**src/inc/hle_defines.vh**
```
// Purpose: constants for the hub link error log
// Assumes: byte-wide hub registers and 32-bit global registers on a plain register port
// Notes: offsets are byte addresses of the configuration space
`ifndef HLE_DEFINES_VH
`define HLE_DEFINES_VH
`define HLE_ADDR_W 8
`define HLE_OFF_FIRST 8'h50
`define HLE_OFF_NEXT 8'h52
`define HLE_OFF_MASK 8'h54
`define HLE_OFF_GFIRST 8'h40
`define HLE_OFF_GNEXT 8'h44
`define HLE_RST_LOG 7'h00
`define HLE_RST_MASK 7'h00
`define HLE_MASK_WR 7'h7d
`define HLE_FATAL_SET 7'h2b
`define HLE_NONFATAL_SET 7'h54
`define HLE_GBIT_FATAL 25
`define HLE_GBIT_NONFATAL 11
`define HLE_BIT_TABORT 6
`define HLE_BIT_ECFG 5
`define HLE_BIT_DPAR 4
`define HLE_BIT_RANGE 3
`define HLE_BIT_IPAR 2
`define HLE_BIT_ILLEGAL 1
`define HLE_BIT_ACPAR 0
`endif

```
**src/verilog/hle_sticky_bit.v**
```verilog
// Purpose: one sticky write-one-to-clear flag
// Assumes: set has priority over a clear in the same cycle
// Notes: no reset input, the flag survives reset by intent
`timescale 1ns/1ns
module hle_sticky_bit (
  // clock
  input wire core_clk,
  // control
  input wire set_i,
  input wire clr_i,
  // state
  output reg q_r
);
  initial q_r = 1'b0;
  always @(posedge core_clk) begin
    if (set_i) begin
      q_r <= 1'b1;
    end else if (clr_i) begin
      q_r <= 1'b0;
    end
  end
endmodule // hle_sticky_bit

```
**src/verilog/hle_error_log.v**
```verilog
// Purpose: hub link error logging registers
// Assumes: error inputs are one-cycle pulses synchronous to core_clk
// Notes: log and mask bits are sticky; reset only clears the read data and the two summary outputs
//
// Added by the designer: the strobed register port.
`timescale 1ns/1ns
`include "hle_defines.vh"
module hle_error_log (
  // clock and reset
  input wire core_clk,
  input wire reset,
  // register port
  input wire [7:0] reg_addr,
  input wire [31:0] reg_wdata,
  input wire reg_wr,
  input wire reg_rd,
  output reg [31:0] reg_rdata_r,
  // error sources, one-cycle pulses
  input wire err_target_abort,
  input wire err_ecfg_legacy,
  input wire err_data_parity,
  input wire err_addr_range,
  input wire err_internal_parity,
  input wire err_illegal_access,
  input wire err_addr_cmd_parity,
  // summary toward the global level
  output reg fatal_logged_r,
  output reg nonfatal_logged_r
);
  wire [6:0] err_raw;
  wire [6:0] err_live;
  wire [6:0] first_q;
  wire [6:0] next_q;
  wire [6:0] first_set;
  wire [6:0] next_set;
  wire [6:0] first_clr;
  wire [6:0] next_clr;
  wire any_first;
  wire fatal_ev;
  wire nonfatal_ev;
  wire gf_fatal_q;
  wire gf_nonf_q;
  wire gn_fatal_q;
  wire gn_nonf_q;
  wire wr_first;
  wire wr_next;
  wire wr_mask;
  wire wr_gfirst;
  wire wr_gnext;
  reg [6:0] hub_error_mask_r;
  reg [31:0] rd_nxt;

  assign err_raw[`HLE_BIT_TABORT] = err_target_abort;
  assign err_raw[`HLE_BIT_ECFG] = err_ecfg_legacy;
  assign err_raw[`HLE_BIT_DPAR] = err_data_parity;
  assign err_raw[`HLE_BIT_RANGE] = err_addr_range;
  assign err_raw[`HLE_BIT_IPAR] = err_internal_parity;
  assign err_raw[`HLE_BIT_ILLEGAL] = err_illegal_access;
  assign err_raw[`HLE_BIT_ACPAR] = err_addr_cmd_parity;

  // masking happens once, ahead of every log and summary
  assign err_live = err_raw & ~hub_error_mask_r;

  assign any_first = |first_q;
  // whole cycle's errors go to the first log while it is empty
  assign first_set = any_first ? 7'h00 : err_live;
  assign next_set = any_first ? err_live : 7'h00;

  assign wr_first = reg_wr && (reg_addr == `HLE_OFF_FIRST);
  assign wr_next = reg_wr && (reg_addr == `HLE_OFF_NEXT);
  assign wr_mask = reg_wr && (reg_addr == `HLE_OFF_MASK);
  assign wr_gfirst = reg_wr && (reg_addr == `HLE_OFF_GFIRST);
  assign wr_gnext = reg_wr && (reg_addr == `HLE_OFF_GNEXT);
  // bit 7 of the data never reaches a flag
  assign first_clr = wr_first ? reg_wdata[6:0] : 7'h00;
  assign next_clr = wr_next ? reg_wdata[6:0] : 7'h00;

  // class vectors keep the summary terms readable per source
  wire [6:0] fatal_live;
  wire [6:0] nonfatal_live;
  assign fatal_live = err_live & `HLE_FATAL_SET;
  assign nonfatal_live = err_live & `HLE_NONFATAL_SET;
  assign fatal_ev = |fatal_live;
  assign nonfatal_ev = |nonfatal_live;

  // target abort, bit 6
  hle_sticky_bit u_first_tabort (
    .core_clk(core_clk),
    .set_i(first_set[`HLE_BIT_TABORT]),
    .clr_i(first_clr[`HLE_BIT_TABORT]),
    .q_r(first_q[`HLE_BIT_TABORT])
  );
  hle_sticky_bit u_next_tabort (
    .core_clk(core_clk),
    .set_i(next_set[`HLE_BIT_TABORT]),
    .clr_i(next_clr[`HLE_BIT_TABORT]),
    .q_r(next_q[`HLE_BIT_TABORT])
  );

  // enhanced configuration access to the legacy link, bit 5
  hle_sticky_bit u_first_ecfg (
    .core_clk(core_clk),
    .set_i(first_set[`HLE_BIT_ECFG]),
    .clr_i(first_clr[`HLE_BIT_ECFG]),
    .q_r(first_q[`HLE_BIT_ECFG])
  );
  hle_sticky_bit u_next_ecfg (
    .core_clk(core_clk),
    .set_i(next_set[`HLE_BIT_ECFG]),
    .clr_i(next_clr[`HLE_BIT_ECFG]),
    .q_r(next_q[`HLE_BIT_ECFG])
  );

  // data phase parity, bit 4
  hle_sticky_bit u_first_dpar (
    .core_clk(core_clk),
    .set_i(first_set[`HLE_BIT_DPAR]),
    .clr_i(first_clr[`HLE_BIT_DPAR]),
    .q_r(first_q[`HLE_BIT_DPAR])
  );
  hle_sticky_bit u_next_dpar (
    .core_clk(core_clk),
    .set_i(next_set[`HLE_BIT_DPAR]),
    .clr_i(next_clr[`HLE_BIT_DPAR]),
    .q_r(next_q[`HLE_BIT_DPAR])
  );

  // out-of-range address, bit 3
  hle_sticky_bit u_first_range (
    .core_clk(core_clk),
    .set_i(first_set[`HLE_BIT_RANGE]),
    .clr_i(first_clr[`HLE_BIT_RANGE]),
    .q_r(first_q[`HLE_BIT_RANGE])
  );
  hle_sticky_bit u_next_range (
    .core_clk(core_clk),
    .set_i(next_set[`HLE_BIT_RANGE]),
    .clr_i(next_clr[`HLE_BIT_RANGE]),
    .q_r(next_q[`HLE_BIT_RANGE])
  );

  // bridge internal parity, bit 2
  hle_sticky_bit u_first_ipar (
    .core_clk(core_clk),
    .set_i(first_set[`HLE_BIT_IPAR]),
    .clr_i(first_clr[`HLE_BIT_IPAR]),
    .q_r(first_q[`HLE_BIT_IPAR])
  );
  hle_sticky_bit u_next_ipar (
    .core_clk(core_clk),
    .set_i(next_set[`HLE_BIT_IPAR]),
    .clr_i(next_clr[`HLE_BIT_IPAR]),
    .q_r(next_q[`HLE_BIT_IPAR])
  );

  // illegal access from the link, bit 1
  hle_sticky_bit u_first_illegal (
    .core_clk(core_clk),
    .set_i(first_set[`HLE_BIT_ILLEGAL]),
    .clr_i(first_clr[`HLE_BIT_ILLEGAL]),
    .q_r(first_q[`HLE_BIT_ILLEGAL])
  );
  hle_sticky_bit u_next_illegal (
    .core_clk(core_clk),
    .set_i(next_set[`HLE_BIT_ILLEGAL]),
    .clr_i(next_clr[`HLE_BIT_ILLEGAL]),
    .q_r(next_q[`HLE_BIT_ILLEGAL])
  );

  // address or command parity, bit 0
  hle_sticky_bit u_first_acpar (
    .core_clk(core_clk),
    .set_i(first_set[`HLE_BIT_ACPAR]),
    .clr_i(first_clr[`HLE_BIT_ACPAR]),
    .q_r(first_q[`HLE_BIT_ACPAR])
  );
  hle_sticky_bit u_next_acpar (
    .core_clk(core_clk),
    .set_i(next_set[`HLE_BIT_ACPAR]),
    .clr_i(next_clr[`HLE_BIT_ACPAR]),
    .q_r(next_q[`HLE_BIT_ACPAR])
  );

  // global summary: first log takes the event while both global bits are clear
  wire g_first_empty;
  assign g_first_empty = ~(gf_fatal_q | gf_nonf_q);
  // each global bit clears only on a write of 1 to its own position
  wire gf_fatal_set;
  wire gf_nonf_set;
  wire gn_fatal_set;
  wire gn_nonf_set;
  wire gf_fatal_clr;
  wire gf_nonf_clr;
  wire gn_fatal_clr;
  wire gn_nonf_clr;
  assign gf_fatal_set = fatal_ev && g_first_empty;
  assign gf_nonf_set = nonfatal_ev && g_first_empty;
  assign gn_fatal_set = fatal_ev && !g_first_empty;
  assign gn_nonf_set = nonfatal_ev && !g_first_empty;
  assign gf_fatal_clr = wr_gfirst && reg_wdata[`HLE_GBIT_FATAL];
  assign gf_nonf_clr = wr_gfirst && reg_wdata[`HLE_GBIT_NONFATAL];
  assign gn_fatal_clr = wr_gnext && reg_wdata[`HLE_GBIT_FATAL];
  assign gn_nonf_clr = wr_gnext && reg_wdata[`HLE_GBIT_NONFATAL];

  hle_sticky_bit u_gf_fatal (
    .core_clk(core_clk),
    .set_i(gf_fatal_set),
    .clr_i(gf_fatal_clr),
    .q_r(gf_fatal_q)
  );

  hle_sticky_bit u_gf_nonf (
    .core_clk(core_clk),
    .set_i(gf_nonf_set),
    .clr_i(gf_nonf_clr),
    .q_r(gf_nonf_q)
  );

  hle_sticky_bit u_gn_fatal (
    .core_clk(core_clk),
    .set_i(gn_fatal_set),
    .clr_i(gn_fatal_clr),
    .q_r(gn_fatal_q)
  );

  hle_sticky_bit u_gn_nonf (
    .core_clk(core_clk),
    .set_i(gn_nonf_set),
    .clr_i(gn_nonf_clr),
    .q_r(gn_nonf_q)
  );

  // bit 1 is read-only, so only the writable bits take new data
  wire [6:0] hub_error_mask_nxt;
  assign hub_error_mask_nxt = (reg_wdata[6:0] & `HLE_MASK_WR) |
                              (hub_error_mask_r & ~`HLE_MASK_WR);

  // mask is sticky, so reset leaves it alone; power-up value is zero
  initial hub_error_mask_r = `HLE_RST_MASK;
  always @(posedge core_clk) begin
    if (wr_mask) begin
      hub_error_mask_r <= hub_error_mask_nxt;
    end
  end

  // register images as software sees them, reserved bits tied low
  wire [7:0] hub_first_error_log;
  wire [7:0] hub_next_error_log;
  wire [7:0] hub_error_mask;
  reg [31:0] global_first_error_log;
  reg [31:0] global_next_error_log;
  assign hub_first_error_log = {1'b0, first_q};
  assign hub_next_error_log = {1'b0, next_q};
  assign hub_error_mask = {1'b0, hub_error_mask_r};

  always @* begin
    global_first_error_log = 32'h0000_0000;
    global_first_error_log[`HLE_GBIT_FATAL] = gf_fatal_q;
    global_first_error_log[`HLE_GBIT_NONFATAL] = gf_nonf_q;
  end

  always @* begin
    global_next_error_log = 32'h0000_0000;
    global_next_error_log[`HLE_GBIT_FATAL] = gn_fatal_q;
    global_next_error_log[`HLE_GBIT_NONFATAL] = gn_nonf_q;
  end

  always @* begin
    rd_nxt = 32'h0000_0000;
    case (reg_addr)
      `HLE_OFF_FIRST: rd_nxt = {24'h00_0000, hub_first_error_log};
      `HLE_OFF_NEXT: rd_nxt = {24'h00_0000, hub_next_error_log};
      `HLE_OFF_MASK: rd_nxt = {24'h00_0000, hub_error_mask};
      `HLE_OFF_GFIRST: rd_nxt = global_first_error_log;
      `HLE_OFF_GNEXT: rd_nxt = global_next_error_log;
      default: rd_nxt = 32'h0000_0000;
    endcase
  end

  always @(posedge core_clk) begin
    if (reset) begin
      reg_rdata_r <= 32'h0000_0000;
      fatal_logged_r <= 1'b0;
      nonfatal_logged_r <= 1'b0;
    end else begin
      reg_rdata_r <= reg_rd ? rd_nxt : 32'h0000_0000;
      fatal_logged_r <= fatal_ev;
      nonfatal_logged_r <= nonfatal_ev;
    end
  end
endmodule // hle_error_log

```
**config.mk**
```make
export PLATFORM = sky130hd
export DESIGN_NAME = hle_error_log
export DESIGN_NICKNAME = d
export VERILOG_FILES = /design/src/verilog/hle_sticky_bit.v /design/src/verilog/hle_error_log.v
export VERILOG_INCLUDE_DIRS = /design/src /design/src/inc
export SDC_FILE = /design/constraint.sdc
export NUM_CORES = 1
export LEC_CHECK = 0
export BUFFER_PORTS_ARGS = -buffer_cell sky130_fd_sc_hd__clkbuf_2
export CAP_MARGIN = 5
export CORE_UTILIZATION = 40
export DETAILED_ROUTE_END_ITERATION = 10
export GPL_TIMING_DRIVEN = 1
export PLACE_DENSITY = 0.71
export SYNTH_ARGS = -nofsm -noshare
export SYNTH_HDL_FRONTEND = slang
export SYNTH_SLANG_ARGS = --single-unit
```
**constraint.sdc**
```tcl
create_clock -name core_clk -period 2.05 [get_ports core_clk]
set_clock_uncertainty 0.2 [all_clocks]
set_input_delay 0.205 -clock core_clk [delete_from_list [all_inputs] [get_ports core_clk]]
set_output_delay 0.205 -clock core_clk [all_outputs]
set_load 0.1 [all_outputs]
```
==> results.yml, run 1 <==
cts:
  htree_num_levels: 2
  path_clk_slew_ns: 0.06
  cts_resized: 0
  cts_tree: "built"
  numCtsBuffers: 5
  clockBufferDepth: 2
  root_buffer: "clkbuf_8"
  clock_latency_ns: 0.28
  cts_num_sinks: 35
global_route:
  grt.total_usage: 0.180
  grt_pass1_wl_um: 6020
  grt_pass1_vias: 1269
  antenna_found_initial: 0
  grt_overflow: 0
  grt_max_degree: 27
worst_setup_path:
  crit_path_start: "reset"
  cp-endpoint: "reg_rdata_r[1]"
  crit_path_max_fanout: 9
  required_ns: 2.07
  arrival_ns: 1.68
  critPathLaunchType: "input pin"
  ff2ff_path_depth: 3
  cp-end-kind: "register"
  r2r-end: "u_next_illegal.q_r"
  setup.worst_path.class: "input pin to register"
  regToRegStartpoint: "u_first_range.q_r"
  rrSetupSlack_ns: 0.56
floorplanning:
  fp-row-count: 23
  die_x_um: 67.5
  core_um2: 4060
  start_util: 0.423
  die_y_um: 67.5
  io_pins: 85
  die-area_um2: 4560
worst_hold_path:
  hold_path.class: "input pin to register"
place:
  gp_congestion: 0.815
  place_inst: 252
  post_dp_cell_area_um2: 1930
  detailedPlace.worstSlack_ns: 0.270
  place_hpwl_um: 2700
  io_buffers: 38
route:
  wl_per_cell_um: 14.3
  drt-pass1-iter-count: 4
  viasPerCell: 5.28
  drtIter0Drc: 141
  wl_um: 3830
  vias: 1410
  postRouteAntennaNets: 0
  drc: 0
finish:
  postLayoutCellArea_um2: 2080
  final_core_util: 0.512
  finalNonFillerCells: 267
  fin_nets: 267
  reg.largest.list: "reg_rdata_r: 9 flops, hub_error_mask_r: 6 flops"
  regMostFlops: "reg_rdata_r"
  n_antenna_cell: 0
  largest_register_ff_count: 9
  drive_gt1_frac: 0.309
  fillCellCount: 383
  area_growth_pct: 20.9
pwr:
  total_power_mw: 1.70
  powerDensity_nw_per_um2: 817
  vdd_drop_max_uv: 272
  leakage_nw: 0.871
timing:
  hold_viol: 0
  rsz0062_at_grt: "false"
  setup_slack_ns: 0.397
  max_clock_freq_mhz: 605
  setup_viol: 0
  max_slew_margin: 0.641
  worst_slew_pin_slew_ns: 0.541
  maxSlewViolCount: 0
  fin_tns_setup_ns: 0
  period_needed_ns: 1.65
  hold_slack_ns: 0.0123
  finalCritPeriodShare: 0.807
synth:
  synthDistinctLibCells: 34
  synth-seq-cells: 35
  synth.avg_cell_area_um2: 10.5
  ys_seq_area_frac: 0.443
  synthCells: 163
  synth_area_um2: 1720
  yosysWarnings: 0
run_status:
  outcome: "completed"
run:
  maxCapViolCount: 0
-- worst min path at each step --
| stage | start | end | slack [ns] | depth (start not counted) |
|---|---|---|---|---|
| 3_5_place_dp | reset | fatal_logged_r | 0.20 | 2 |
| 2_1_floorplan | reset | fatal_logged_r | 0.08 | 1 |
| 6_report | err_illegal_access | u_next_illegal.q_r | 0.01 | 2 |
| 5_1_grt | err_illegal_access | u_next_illegal.q_r | 0.04 | 2 |
| 4_1_cts | err_illegal_access | u_next_illegal.q_r | 0.007 | 2 |
| 3_3_place_gp | reset | nonfatal_logged_r | 0.20 | 2 |
-- layer usage --
metal / vias up / global-route usage / wire length [um] / share of wire
li1: 686 / - / - / -
met1: 657 / 0.244 / 1720 / 0.45
met2: 61 / 0.280 / 1800 / 0.47
met3: 6 / 0.0287 / 242 / 0.063
met4: 0 / 0.0771 / 67 / 0.017
met5: - / 0 / 0 / 0
-- Yosys cell counts --
library cell  number  share of area
and3_1             1         0.0036
buf_2              5          0.015
o31ai_1            2         0.0087
nor4_1             2         0.0073
mux2_2             6          0.039
edfxtp_1           6           0.10
nor4b_4            1          0.014
buf_4             24           0.10
clkbuf_1           2         0.0044
nor4_4             1          0.012
nor2b_1            7          0.025
nand2_1            1         0.0022
nand2b_1           1         0.0036
o2111ai_4          1          0.015
a41o_1             2          0.012
a32o_1             7          0.041
mux2i_1            1         0.0058
nor3_2             1         0.0058
inv_1              2         0.0044
conb_1             1         0.0022
nor3b_1            2         0.0087
dfxtp_1           29           0.34
a22oi_1            1         0.0044
nor4bb_1           1         0.0058
o2bb2ai_1          2          0.010
nor4b_2            2          0.017
and4bb_1           1         0.0073
nor2_1             3         0.0066
a21oi_1            7          0.020
a22o_1             7          0.036
nor3_1             3         0.0087
nand4_1           16          0.058
nand3_1           14          0.041
buf_6              1         0.0066
-- layout by cell type (no fill, tap or decap), types with 2 or more instances in the layout --
cell type      count
a21oi_1            7
a22o_1             7
a32o_1             7
a41o_1             2
buf_4             11
clkbuf_1           3
clkbuf_2          38
clkbuf_8           5
conb_1            23
dfxtp_1           29
dlygate4sd3_1      7
edfxtp_1           6
inv_1              2
mux2_2             6
nand3_1           14
nand4_1           16
nor2_1             3
nor2b_1            7
nor3_1             3
nor3b_1            2
nor4_1             2
nor4b_2            2
o2bb2ai_1          2
o31ai_1            2
-- area by class of cell --
class	count	area, um2	area share
Clock buffer	8	80.1	0.0386
Inverter	2	7.51	0.00361
Multi-Input combinational cell	116	823	0.396
Sequential cell	35	761	0.366
Tap cell	50	62.6	0.0301
Timing Repair Buffer	56	343	0.165
-- worst max-delay path, cell delays in order --
cell and delay, ns:
dlygate4sd3_1 0.56, clkbuf_2 0.13, nor2b_1 0.20, o2111ai_4 0.24
and4bb_1 0.34
-- timing repair --
| item | in CTS | in global routing |
|---|---|---|
| hold buffers | 7 | 0 |
| hold endpoints to repair | 8 | 0 |
| setup endpoints to repair | 0 | 0 |
| setup buffers | 0 | 0 |
-- power breakdown --
group / internal (mW) / switching (mW) / total [mW]
logic: 0.124 / 0.298 / 0.423
registers: 0.750 / 0.0553 / 0.805
clock network: 0.241 / 0.228 / 0.469
total: 1.12 / 0.581 / 1.70
-- cells by family after synthesis --
kind of cell | synth area share
AO/OA/AOI/OAI | 0.147
buffers and inverters | 0.135
flip-flops | 0.443
multiplexers | 0.0452
other | 0.00218
AND/OR/NAND/NOR | 0.228
Note: power is estimated with default switching activity, not from simulation.
==> run 2, diff against run 1 <==
Settings changed: ABC_AREA from default to 1, PLACE_DENSITY 0.71 to 0.74.
Clock period 2.05 ns to 1.4 ns, I/O delays scaled along.
==> run 2 against run 1 <==
The flow now finishes with violations (negative hold slack). Clock power up 60%. Global-route usage down 0.31 points. Final area up 14%. Sequential share of layout area down 4.5 points. Routed wire length down 7.6%. Core utilization up 6.7 points. Critical path depth up 2. Setup slack worse by 0.34 ns. Combinational power up 28%. Register-to-register slack worse by 0.48 ns. Clock-buffer cell count down 1. Hold slack worse by 0.029 ns. Critical path type unchanged. Critical endpoint is now fatal_logged_r.
==> results.yml, run 2 <==
run_status:
  outcome: "finished with violations"
  violations: "negative hold slack"
route:
  wl_um: 3540
  wl_per_cell_um: 10.1
  drtIter0Drc: 61
  postRouteAntennaNets: 0
  viasPerCell: 4.41
  drc: 0
  drt-pass1-iter-count: 5
  vias: 1551
synth:
  synth_top_area_share: 0.334
  ys_top_cells_by_area: "dfxtp_1, nand2_1, edfxtp_1, buf_4, inv_1"
  synth_common_cells: "nand2_1, inv_1, dfxtp_1"
  synthDistinctLibCells: 25
  synth_flop_cell: "dfxtp_1"
  yosysWarnings: 0
  synth-seq-cells: 35
  synth_edf_count: 6
  synth.avg_cell_area_um2: 7.30
  synth_area_um2: 1740
  yosysTopAreaCell: "dfxtp_1"
  synthCells: 238
  ys_async_sr_fraction: 0
  ys_seq_area_frac: 0.438
  yosysMostFrequentCell: "nand2_1"
floorplanning:
  die_y_um: 67.9
  core_um2: 4090
  fp-row-count: 23
  start_util: 0.425
  io_pins: 85
  die_x_um: 67.9
  die-area_um2: 4610
timing:
  period_needed_ns: 1.35
  setup_slack_ns: 0.0536
  finalCritPeriodShare: 0.962
  fin_tns_setup_ns: 0
  max_clock_freq_mhz: 743
  hold_viol: 3
  hold_slack_ns: -0.0172
  maxSlewViolCount: 0
  rsz0062_at_grt: "true"
  setup_viol: 0
pwr:
  leakage_nw: 1.26
  vdd_drop_max_uv: 610
  power.switching_mw: 0.823
  pwr-share-comb: 0.222
  switching_share: 0.337
  p_seq_frac: 0.471
  p_clk_frac: 0.307
  intPower_mw: 1.62
  powerDensity_nw_per_um2: 1030
worst_setup_path:
  critical_path.max_stage_delay_ns: 0.55
  arrival_ns: 1.33
  required_ns: 1.38
  critPathLaunchType: "input pin"
  rrSetupSlack_ns: 0.08
  cp-end-kind: "register"
  worst-path-buf-inv: 3
  worst_path_max_delay_cell: "dlygate4sd3_1"
  setup.worst_path.class: "input pin to register"
  crit_path_max_fanout: 3
  path_delay_family: "buffers and inverters"
  worstPathCellList: "dlygate4sd3_1, clkbuf_2, inv_1, nor2_2, nor2_1, o221ai_2, and2_1"
global_route:
  grt.total_usage: 0.177
  met1_usage: 0.204
  grt_pass1_wl_um: 5880
  antenna_found_initial: 0
  grt_pass1_vias: 1404
  grt_util_met3: 0.0533
  grt_overflow: 0
  use_met2: 0.285
  grt-busiest-layer: "met2"
  grt_max_degree: 12
cts:
  path_clk_slew_ns: 0.07
  clockBufferDepth: 2
  numCtsBuffers: 5
  root_buffer: "clkbuf_8"
  clock_latency_ns: 0.29
  cts_tree: "built"
  cts_num_sinks: 35
  htree_num_levels: 2
place:
  gp_congestion: 0.867
  place_hpwl_um: 2530
  io_buffers: 38
  detailedPlace.worstSlack_ns: 0.0241
finish:
  drive_gt1_frac: 0.262
  fillCellCount: 369
  n_antenna_cell: 0
  area_growth_pct: 36.3
  reg.largest.list: "reg_rdata_r: 9 flops, hub_error_mask_r: 6 flops"
  final_cell_mix: "nand2_1, inv_1, dfxtp_1"
  final_core_util: 0.579
  largest_register_ff_count: 9
  regMostFlops: "reg_rdata_r"
  fin_nets: 352
  layout_commonest_cell: "nand2_1"
run:
  maxCapViolCount: 0
worst_hold_path:
  hold_path.class: "input pin to register"
## run 2: changes by cell type after synthesis, moves of 8 or more
cell | before | now
o21ai_1 | 0 | 16
nor2_1 | 3 | 18
inv_1 | 2 | 31
nand4_1 | 16 | 0
nand2_1 | 1 | 79
nand3_1 | 14 | 6
## run 2: cell families after synthesis
logic type,Yosys count,synth area share
and+or+nand+nor,117,0.298
DFF,35,0.438
buffers and inverters,64,0.193
AOI/OAI and AO/OA,21,0.0684
other,1,0.00216
## run 2: path summary, 6_finish.rpt
check             depth (start not counted)                end               from
setup / recovery                          7     fatal_logged_r    err_ecfg_legacy
setup reg to reg                          5    u_next_ipar.q_r  u_first_acpar.q_r
hold reg to reg                           2      u_gn_nonf.q_r      u_gn_nonf.q_r
hold / removal                            5  u_next_tabort.q_r   err_target_abort
## run 2: through the flow
stage	std cells	instance area [um2]	power, mW
2_1_floorplan	260	1820	1.61
6_report	352	2370	2.44
3_3_place_gp	327	2080	1.65
3_5_place_dp	327	2080	1.66
4_1_cts	351	2330	2.44
5_1_grt	352	2370	2.56
## run 2: tightest hold or removal path: cells and delay by family
kind	cells	cell delay, ns
buf+inv	2	0.12
simple gates	3	0.18
## run 2: power groups by stage
stage	combinational, mW	sequential (mW)	clock [mW]
2_1_floorplan	0.436	1.18	0
3_3_place_gp	0.490	1.16	0
3_5_place_dp	0.497	1.17	0
4_1_cts	0.533	1.14	0.767
5_1_grt	0.584	1.16	0.814
6_report	0.543	1.15	0.749
## run 2: cell type report
cell class / count / area [um2] / share of cell area
flip-flops and latches: 35 / 761 / 0.321
clock inverters: 1 / 5.00 / 0.00211
inverters: 41 / 163 / 0.0687
repair buffers: 57 / 541 / 0.228
well taps: 50 / 62.6 / 0.0264
multi-input cells: 161 / 749 / 0.317
clock buffers: 7 / 86.3 / 0.0365
## run 2: timing repair
action                     CTS  global route
hold endpoints to repair    27             0
resized for setup            0             8
buffers inserted             0             2
hold buffers                16             0
setup endpoints to repair    0            12
## run 2: layer usage
| layer | wire (um) | part of all wire |
|---|---|---|
| met5 | 0 | 0 |
| met4 | 102 | 0.029 |
| met3 | 239 | 0.068 |
| met2 | 1750 | 0.49 |
| met1 | 1440 | 0.41 |
==> run 3, diff against run 2 <==
Settings changed: ABC_AREA 1 to default, PLACE_DENSITY 0.74 to default, PLACE_DENSITY_LB_ADDON from default to 0.25.
==> run 3 against run 2 <==
The flow now finishes without violations. Hold slack better by 0.028 ns. Routed wire length is 22% higher. Clock power is 4.8% lower. Clock-buffer cell count is 1 lower. Via count hardly changed. Maximum frequency is 2.0% lower. Global-route usage is 3.2 points higher. Highest routed layer unchanged.
==> results.yml, run 3 (synthesis gave the netlist of run 1 again) <==
timing:
  hold_viol: 0
  max_clock_freq_mhz: 728
  setup_viol: 0
  rsz0062_at_grt: "true"
  maxSlewViolCount: 0
  finalCritPeriodShare: 0.981
  period_needed_ns: 1.37
cts:
  cts_tree: "built"
  postCtsSetupBuffers: 0
  cts_num_sinks: 35
  htree_num_levels: 2
  clock_latency_ns: 0.28
  clockBufferDepth: 2
  root_buffer: "clkbuf_8"
  numCtsBuffers: 5
  path_clk_slew_ns: 0.08
finish:
  final_cell_mix: "buf_4, dfxtp_1, clkbuf_2"
  postLayoutCellArea_um2: 2460
  finalNonFillerCells: 291
  area_growth_pct: 43.2
  fin_nets: 291
  final-seq-area_um2: 763
  multi_input_area_um2: 846
  n_antenna_cell: 0
  reg.largest.list: "reg_rdata_r: 9 flops, hub_error_mask_r: 6 flops"
  layout_commonest_cell: "buf_4"
  fillCellCount: 355
  regMostFlops: "reg_rdata_r"
  largest_register_ff_count: 9
  drive_gt1_frac: 0.402
worst_setup_path:
  crit_path_max_fanout: 7
  crit_path_start: "u_first_tabort.q_r"
  critPathLaunchType: "register"
  arrival_ns: 1.35
  required_ns: 1.38
  setup.worst_path.class: "register to register"
  regToRegStartpoint: "u_first_tabort.q_r"
  cp-end-kind: "register"
worst_hold_path:
  hold_path.class: "input pin to register"
  min_from: "reg_wdata[11]"
global_route:
  grt_max_degree: 14
  grt.total_usage: 0.209
  grt_pass1_vias: 1510
  antenna_found_initial: 0
  met1_usage: 0.249
  grt_pass1_wl_um: 6860
  use_met2: 0.350
  grt-busiest-layer: "met2"
  grt_util_met3: 0.0676
  grt_overflow: 0
pwr:
  leakage_nw: 1.03
  powerDensity_nw_per_um2: 1050
  vdd_drop_max_uv: 611
floorplanning:
  die_y_um: 67.5
  io_pins: 85
  fp-row-count: 23
  die_x_um: 67.5
  core_um2: 4060
  start_util: 0.423
  die-area_um2: 4560
run_status:
  outcome: "completed"
route:
  wl_um: 4330
  wl_per_cell_um: 14.9
  drt-pass1-iter-count: 4
  postRouteAntennaNets: 0
  vias: 1552
  viasPerCell: 5.33
  drc: 0
  drtIter0Drc: 93
run:
  maxCapViolCount: 0
place:
  gp_congestion: 0.884
  place_hpwl_um: 3340
  io_buffers: 38
  post_dp_cell_area_um2: 2260
  place_inst: 273
## run 3: cell count changes in the layout (fill, tap and decap cells not counted), sizes merged, moves of 6 or more
cell         previous run  this run
mux2                    0         6
nand2                  86         1
o21ai                  18         0
nor2                   21         3
inv                    40         2
nand4                   0        16
dlygate4sd3            16        10
a22o                    0         7
nor2b                   0         7
a21oi                   1         7
buf                    15        43
nand3                   7        14
a32o                    0         7
## run 3: what timing repair did
| action | CTS | global route |
|---|---|---|
| hold endpoints to repair | 22 | 0 |
| gates resized for setup | 0 | 3 |
| setup endpoints to repair | 0 | 10 |
| hold buffers | 10 | 0 |
## run 3: cell type report
cell class	instances	share of cell area
Inverter	2	0.00305
Clock inverter	2	0.00509
Clock buffer	6	0.0295
Timing Repair Buffer	80	0.283
Sequential cell	35	0.310
Multi-Input combinational cell	116	0.344
Tap cell	50	0.0254
## run 3: per-stage QoR
stage	setup WS (ns)	total power, mW	hold WS (ns)	setup TNS, ns	utilization
after floorplan	-0.0190	1.73	0.0124	-0.236	-
after global placement	-0.134	1.84	0.135	-2.68	0.558
after detailed placement	-0.172	1.86	0.145	-3.43	0.558
after CTS	0.0230	2.59	0.00744	0	0.604
after global routing	-0.0349	2.69	0.00652	-0.183	0.606
final	0.0262	2.58	0.0106	0	0.606
## run 3: path summary, 6_finish.rpt
check | to | slack [ns] | cells after the start
hold / removal | u_gn_nonf.q_r | 0.01 | 3
hold reg to reg | reg_rdata_r[5] | 0.27 | 2
setup / recovery | u_next_tabort.q_r | 0.03 | 3
setup reg to reg | u_next_tabort.q_r | 0.03 | 3
## run 3: critical path: stages, from the launching register on
cell	delay, ns
dfxtp_2	0.34
nor4_4	0.30
nand2_2	0.18
a22o_1	0.25
## run 3: power by group
| part | internal, mW | switching [mW] | total (mW) |
|---|---|---|---|
| clock network | 0.348 | 0.365 | 0.713 |
| logic | 0.227 | 0.452 | 0.679 |
| registers | 1.10 | 0.0861 | 1.19 |
## run 3: metal layers
layer,vias to the layer above,share of wire
met3,6,0.080
met2,75,0.51
li1,733,-
met4,0,0.010
met1,738,0.40
met5,-,0
